## config.mk

```make
export PLATFORM = sky130hd
export DESIGN_NAME = error_flag_and_enable_bank
export DESIGN_NICKNAME = d
export VERILOG_FILES = /design/src/core/err_bank_pkg.sv /design/src/core/error_flag_and_enable_bank.sv
export SDC_FILE = /design/constraint.sdc
export NUM_CORES = 1
export LEC_CHECK = 0
export ABC_CLOCK_PERIOD_IN_PS = 3200
export BUFFER_PORTS_ARGS = -buffer_cell sky130_fd_sc_hd__buf_2
export CAP_MARGIN = 20
export CORE_ASPECT_RATIO = 0.6
export CORE_MARGIN = 2
export CORE_UTILIZATION = 51
export CTS_CLUSTER_DIAMETER = 80
export DETAILED_ROUTE_END_ITERATION = 12
export GPL_TIMING_DRIVEN = 0
export PLACE_DENSITY = 0.8
export SETUP_SLACK_MARGIN = 0.02
export SYNTH_ARGS = -nofsm -noshare
export SYNTH_HDL_FRONTEND = slang
export SYNTH_SLANG_ARGS = --single-unit
```

## constraint.sdc

```tcl
create_clock -name sys_clk -period 3.2 [get_ports sys_clk]
set_input_delay 0.96 -clock sys_clk [delete_from_list [all_inputs] [get_ports sys_clk]]
set_output_delay 0.96 -clock sys_clk [all_outputs]
set_load 0.03 [all_outputs]
```

## src/core/err_bank_pkg.sv

```systemverilog
package err_bank_pkg;
   // Register addresses (7-bit register index on the config port)
   localparam logic [6:0] ADDR_ERROR_FLAGS = 7'h06;
   localparam logic [6:0] ADDR_ERROR_ENABLE = 7'h07;
   localparam logic [6:0] ADDR_CLOCK_COUNT = 7'h3d;
   // Reset values
   localparam logic [15:0] FLAGS_RESET = 16'h0000;
   localparam logic [15:0] ENABLE_RESET = 16'h0040;
   // Writable enable bits; 15..13 reserved
   localparam logic [15:0] ENABLE_WMASK = 16'h1fff;
   // Field positions
   localparam int BIT_ROM_CRC = 0;
   localparam int BIT_REGMAP_CRC = 1;
   localparam int BIT_SPI_CRC = 2;
   localparam int BIT_SPI_WRITE = 3;
   localparam int BIT_SPI_IGNORE = 6;
   localparam int BIT_NEG_RANGE = 10;
   localparam int BIT_POS_RANGE = 11;
   localparam int BIT_CLOCK_COUNTER = 12;
   // Cycles between map checksum passes
   localparam int MAP_CHECK_PERIOD = 256;
endpackage : err_bank_pkg

```

## src/core/error_flag_and_enable_bank.sv

```systemverilog
module error_flag_and_enable_bank #(
   parameter int CHECK_PERIOD = err_bank_pkg::MAP_CHECK_PERIOD
) (
   input wire logic sys_clk, // Master clock
   input wire logic rst_n, // Sync reset, low
   input wire logic reg_wr, // Register write strobe
   input wire logic reg_rd, // Register read strobe
   input wire logic [6:0] reg_addr, // Register index
   input wire logic [15:0] reg_wdata, // Write data
   output logic [15:0] reg_rdata, // Read data
   output logic reg_hit, // Address belongs here
   input wire logic invalid_wr, // Write to invalid address
   input wire logic crc_mismatch, // Serial checksum error
   input wire logic access_ignored, // Transaction ignored
   input wire logic [15:0] map_checksum, // Live map checksum
   input wire logic map_written, // Any map write this cycle
   input wire logic rom_check_done, // ROM check finished, pulse
   input wire logic rom_check_bad, // ROM checksum mismatch
   input wire logic [15:4] ext_events, // Other flag sources
   output logic [15:0] error_flags, // Flag register
   output logic [15:0] error_enable_mask, // Enable register
   output logic [31:0] clock_count, // Master clock count
   output logic clock_counter_enable, // Bit 12 state
   output logic pos_input_range_enable, // Bit 11 state
   output logic neg_input_range_enable // Bit 10 state
);
   import err_bank_pkg::*;

   // Flag path
   logic [15:0] raw_events;
   logic [15:0] clear_mask;
   logic [15:0] next_flags;
   logic flags_wr;
   logic enable_wr;
   // Map checker state
   logic [15:0] ref_checksum;
   logic ref_valid;
   logic written_d;
   logic rebaseline;
   logic check_due;
   logic map_check_on;
   logic [$clog2(CHECK_PERIOD)-1:0] check_timer;
   logic [$clog2(CHECK_PERIOD)-1:0] timer_last;
   logic map_mismatch;
   // Read path
   logic [15:0] next_rdata;

   function automatic logic is_wr(input logic [6:0] a, input logic [6:0] t,
      input logic w);
      is_wr = w && (a == t);
   endfunction : is_wr

   // Write decode, one strobe each for the flag and enable registers
   assign flags_wr = is_wr(reg_addr, ADDR_ERROR_FLAGS, reg_wr);
   assign enable_wr = is_wr(reg_addr, ADDR_ERROR_ENABLE, reg_wr);

   // Enable register; reserved bits never stored
   always_ff @(posedge sys_clk)
   begin
      if (!rst_n)
      begin
         error_enable_mask <= ENABLE_RESET;
      end
      else if (enable_wr)
      begin
         error_enable_mask <= reg_wdata & ENABLE_WMASK;
      end
   end

   // Function enables straight from the mask
   assign clock_counter_enable = error_enable_mask[BIT_CLOCK_COUNTER];
   assign pos_input_range_enable = error_enable_mask[BIT_POS_RANGE];
   assign neg_input_range_enable = error_enable_mask[BIT_NEG_RANGE];

   // Checker switch and last timer step
   assign map_check_on = error_enable_mask[BIT_REGMAP_CRC];
   assign timer_last = ($clog2(CHECK_PERIOD))'(CHECK_PERIOD - 1);

   // A legal write shows in the checksum one edge late,
   // so the strobe is stretched by one cycle
   always_ff @(posedge sys_clk)
   begin
      if (!rst_n)
      begin
         written_d <= 1'b0;
      end
      else
      begin
         written_d <= map_written;
      end
   end

   // Re-baseline around writes instead of flagging them
   assign rebaseline = map_written || written_d || !ref_valid;
   assign check_due = (check_timer == '0) && !map_written
      && !written_d;

   // Baseline valid from the second enabled cycle on
   always_ff @(posedge sys_clk)
   begin
      if (!rst_n || !map_check_on)
      begin
         ref_valid <= 1'b0;
      end
      else
      begin
         ref_valid <= 1'b1;
      end
   end

   // Reference checksum, captured on legal changes and on the first enabled cycle
   always_ff @(posedge sys_clk)
   begin
      if (!rst_n || !map_check_on)
      begin
         ref_checksum <= 16'h0000;
      end
      else if (rebaseline)
      begin
         ref_checksum <= map_checksum;
      end
   end

   // Pass timer; restarts on every re-baseline
   always_ff @(posedge sys_clk)
   begin
      if (!rst_n || !map_check_on)
      begin
         check_timer <= '0;
      end
      else if (rebaseline)
      begin
         check_timer <= '0;
      end
      else if (check_timer == timer_last)
      begin
         check_timer <= '0;
      end
      else
      begin
         check_timer <= check_timer + 1'b1;
      end
   end

   // Change seen with no write behind it
   assign map_mismatch = ref_valid && check_due
      && (map_checksum != ref_checksum);

   // Event sources, one bit per flag
   always_comb
   begin
      raw_events = {ext_events, 4'h0};
      raw_events[BIT_SPI_WRITE] = invalid_wr;
      raw_events[BIT_SPI_CRC] = crc_mismatch;
      raw_events[BIT_REGMAP_CRC] = map_mismatch;
      raw_events[BIT_ROM_CRC] = rom_check_done && rom_check_bad;
      raw_events[BIT_SPI_IGNORE] = access_ignored;
      raw_events[BIT_CLOCK_COUNTER] = 1'b0; // Bit 12 is a function
   end

   // Set beats clear in the same cycle
   always_comb
   begin
      clear_mask = flags_wr ? reg_wdata : 16'h0000;
      next_flags = (error_flags & ~clear_mask)
         | (raw_events & error_enable_mask);
   end

   // Flag register, sticky until written one
   always_ff @(posedge sys_clk)
   begin
      if (!rst_n)
         error_flags <= FLAGS_RESET;
      else
         error_flags <= next_flags;
   end

   // Master clock counter, cleared when disabled
   always_ff @(posedge sys_clk)
   begin
      if (!rst_n || !error_enable_mask[BIT_CLOCK_COUNTER])
         clock_count <= 32'h0000_0000;
      else
         clock_count <= clock_count + 32'h0000_0001;
   end

   // Read word select; unmapped indexes read zero
   always_comb
   begin
      next_rdata = reg_rdata;
      if (reg_rd)
      begin
         case (reg_addr)
            ADDR_ERROR_FLAGS: next_rdata = error_flags;
            ADDR_ERROR_ENABLE: next_rdata = error_enable_mask;
            ADDR_CLOCK_COUNT: next_rdata = clock_count[15:0];
            default: next_rdata = 16'h0000;
         endcase
      end
   end

   // Read data register; holds until the next read
   always_ff @(posedge sys_clk)
   begin
      if (!rst_n)
      begin
         reg_rdata <= 16'h0000;
      end
      else
      begin
         reg_rdata <= next_rdata;
      end
   end

   assign reg_hit = (reg_addr == ADDR_ERROR_FLAGS)
      || (reg_addr == ADDR_ERROR_ENABLE) || (reg_addr == ADDR_CLOCK_COUNT);
endmodule : error_flag_and_enable_bank

```

==> flow_metrics.tcl <==
set metrics [dict create \
    start_util_pct 53.67 \
    detailed_place_hpwl_um 9863 \
    netlist_instances 526 \
    setup_violations 0 \
    power.share.switching_pct 23.64 \
    cts.path.max_buffers 2 \
    routed_wl_um 13150 \
    synth_mux_area_share_pct 6.361 \
    yosys_register_bits 103 \
    synth_top_family_by_area "simple AND/OR/NAND/NOR gates" \
    dr.pass1.iters 5 \
    p_leak_nw 2.443 \
    pwr-share-comb_pct 6.1 \
    power.share.clock_pct 41.8 \
    min_path_type "reg2reg" \
    tightestPinTransition_ns 0.6752 \
    synth_top_area_cell "dfxtp_1" \
    path_cells "buf_2 -> or4b_4 -> nor2_4 -> buf_6 -> or2_2 -> buf_4" \
    gp_congestion 0.8276 \
    cts_tree "built" \
    cts_sinks 103 \
    synth_area_leaders "dfxtp_1 (44%), nand2_1 (5.6%), xor2_1 (5.1%)" \
    drtAntennaViolNets 0 \
    port_buffers 134 \
    cp-start-kind "primary input" \
    rrSetupSlack_ns 1.09 \
    end_kind "output pin" \
    io_pins 145 \
    grt_start_max_net_pins 17 \
    ir_drop_uv 273.9 \
    finalNetCount 740 \
    fin_skew_ns 0.009540 \
    vias_per_cell 5.808 \
    power_switching_w 0.0005883 \
    r2r_start "clock_count[0]$_SDFF_PP0_" \
    synth-adder-area-share_pct 0.8052 \
    status "complete, no violations" \
    dp.cells 774 \
    first_iter_violations 338 \
    via_count 4606 \
    synth_xor_area_share_pct 6.575 \
    h-tree-depth 3 \
    ctsRootBufferMaster "clkbuf_16" \
    routedWlPerCell_um 16.58 \
    die_w_um 127.4 \
    ys_warn_count 0 \
    worstPathRequired_ns 2.24 \
    instances_no_fill 793 \
    cap_violations 0 \
    crit_type "in2out" \
    timing.hold.ws_ns 0.4555 \
    synth_compound_area_share_pct 14.90 \
    timing_hold_violations_final 0 \
    overflow 0 \
    crit_family "simple AND/OR/NAND/NOR gates" \
    critPathSlowestCell "or4b_4" \
    synth_edf_count 0 \
    power.internal_w 0.001900 \
    ys_seq_area_share_pct 44.23 \
    syn_area_per_cell_um2 8.863 \
    crit_fanout 10 \
    max_slew_margin_pct 54.64 \
    num_antenna_cells 0 \
    syn_area_um2 4662 \
    grt_setup_unrepaired "false" \
    antenna_found_initial 0 \
    die-area_um2 9947 \
    cp.buffers_inverters 3 \
    yosys.area_share.simple_pct 22.71 \
    holdPathEnd "error_flags[12]$_SDFF_PN0_" \
    grt_usage_pct 26.70 \
    reg2reg_to "clock_count[26]$_SDFF_PP0_" \
    grt_pass1_wl_um 20960 \
    hp-start "error_flags[12]$_SDFF_PN0_" \
    die_h_um 78.06 \
    fin_util_pct 66.67 \
    clkTransAtPathRegs_ns 0.07 \
    drv_slew 0 \
    synth.top_cell.area_share_pct 44.23 \
    layout-drive-gt1-share_pct 28.05 \
    fp.coreArea_um2 8686 \
    fmax_mhz 317.1 \
    fin_crit_sh_pct 98.54 \
    r2r_cells 5 \
    slowest_delay_ns 0.56 \
    min_period_ns 3.153 \
    grt_pass1_vias 4263 \
    worstPathArrival_ns 2.19 \
    synth_cell_types 47 \
    synth_flop_cell "dfxtp_1" \
    clk_latency_ns 0.35 \
    fp-row-count 26 \
    drc 0 \
    cts_buffers 9 \
    hold_depth 2 \
    power_density_nw_per_um2 429.6 \
    synth_async_sr_flop_share_pct 0 \
    seq_power_share_pct 52.1 \
    area_growth_pct 24.21 \
]
## placed cells by master, fill, tap and decap left out, drive strengths merged, types with 14 or more instances in the layout
cell type	Yosys	layout
nor2	58	58
mux2i	15	15
dfxtp	103	103
xor2	27	27
nand2	70	70
buf	17	154
nand3	17	17
clkbuf	15	27
a21oi	42	42
nand4	14	14
## registers in the layout, summed over array words and instances, names as in the netlist
name	count
check_timer	8
error_enable_mask	13
ref_checksum	16
clock_count	32
written_d	1
reg_rdata	16
error_flags	16
ref_valid	1
## metal layers
metal | global-route usage [%] | vias to the layer above | part of all wire, %
li1 | - | 2191 | -
met3 | 7.975 | 15 | 9.0
met5 | 0 | - | 0
met1 | 36.16 | 2197 | 46
met4 | 5.385 | 0 | 1.0
met2 | 42.67 | 203 | 44
## cell usage after synthesis (9+ instances only)
| master | count |
|---|---|
| inv_1 | 11 |
| clkbuf_1 | 15 |
| a311oi_1 | 11 |
| nand2_1 | 70 |
| a21oi_1 | 42 |
| mux2_2 | 13 |
| nor4_1 | 10 |
| dfxtp_1 | 103 |
| a211oi_1 | 13 |
| nor2_1 | 57 |
| a22oi_1 | 13 |
| buf_2 | 9 |
| nand4_1 | 13 |
| nand3_1 | 16 |
| mux2i_1 | 15 |
| xor2_1 | 27 |
## per-stage QoR
| stage | total power [W] | cell area (um^2) | worst slack (ns) | setup TNS (ns) |
|---|---|---|---|---|
| 4_1_cts | 0.002495 | 5788 | 0.03852 | 0 |
| 5_1_grt | 0.002565 | 5791 | 0.03014 | 0 |
| 6_report | 0.002488 | 5791 | 0.04669 | 0 |
| 3_5_place_dp | 0.001473 | 5480 | -0.1815 | -0.1815 |
| 3_3_place_gp | 0.001469 | 5480 | -0.1537 | -0.1537 |
| 2_1_floorplan | 0.001404 | 4669 | 0.1421 | 0 |
## layout make-up
cell class | count | area [um^2]
flip-flops and latches | 103 | 2062
repair buffers | 137 | 695.7
inverters | 11 | 41.29
plain buffers | 32 | 170.2
fillers | 718 | 2895
well taps | 112 | 140.1
clock inverters | 4 | 30.03
clock buffers | 12 | 246.5
multi-input cells | 382 | 2405
## kinds of logic (layout without fill, tap and decap cells)
family / Yosys count / after routing
buffers and inverters: 43 / 196
adders and majority gates: 3 / 3
and+or+nand+nor: 207 / 207
xor gates and xnor gates: 35 / 35
AOI/OAI and AO/OA: 106 / 106
muxes: 28 / 28
other: 1 / 3
DFF: 103 / 103
## worst reg2reg max path, cell delays in order (launching register included)
cell     delay, ns
dfxtp_1       0.45
ha_1          0.24
nand3_1       0.26
nor3_1        0.65
a31oi_1       0.17
a41o_1        0.23
## repair_timing
item                       in CTS  in global routing
pin swaps                       3                  0
hold endpoints to repair        0                  0
resized for setup               3                  2
setup endpoints to repair       1                  1
hold buffers                    0                  0
gates cloned                    0                  0
buffers inserted                3                  0
## power groups by stage
stage | Combinational (W) | Clock [W] | Sequential (W)
after detailed placement | 0.000148 | 0 | 0.00132
after global placement | 0.000144 | 0 | 0.00132
final | 0.000152 | 0.00104 | 0.00130
after floorplan | 0.0000632 | 0 | 0.00134
after global routing | 0.000165 | 0.00110 | 0.00130
after CTS | 0.000150 | 0.00105 | 0.00130
## worst max-delay path by stage
stage                startpoint      end  slack (ns)  cells past startpoint
floorplan           reg_addr[3]  reg_hit        0.14                      4
CTS                 reg_addr[6]  reg_hit        0.04                      6
detailed placement  reg_addr[3]  reg_hit       -0.18                      6
finish              reg_addr[4]  reg_hit        0.05                      6
global placement    reg_addr[3]  reg_hit       -0.15                      6
global route        reg_addr[4]  reg_hit        0.03                      6
Note: power is estimated with default switching activity, not from simulation.
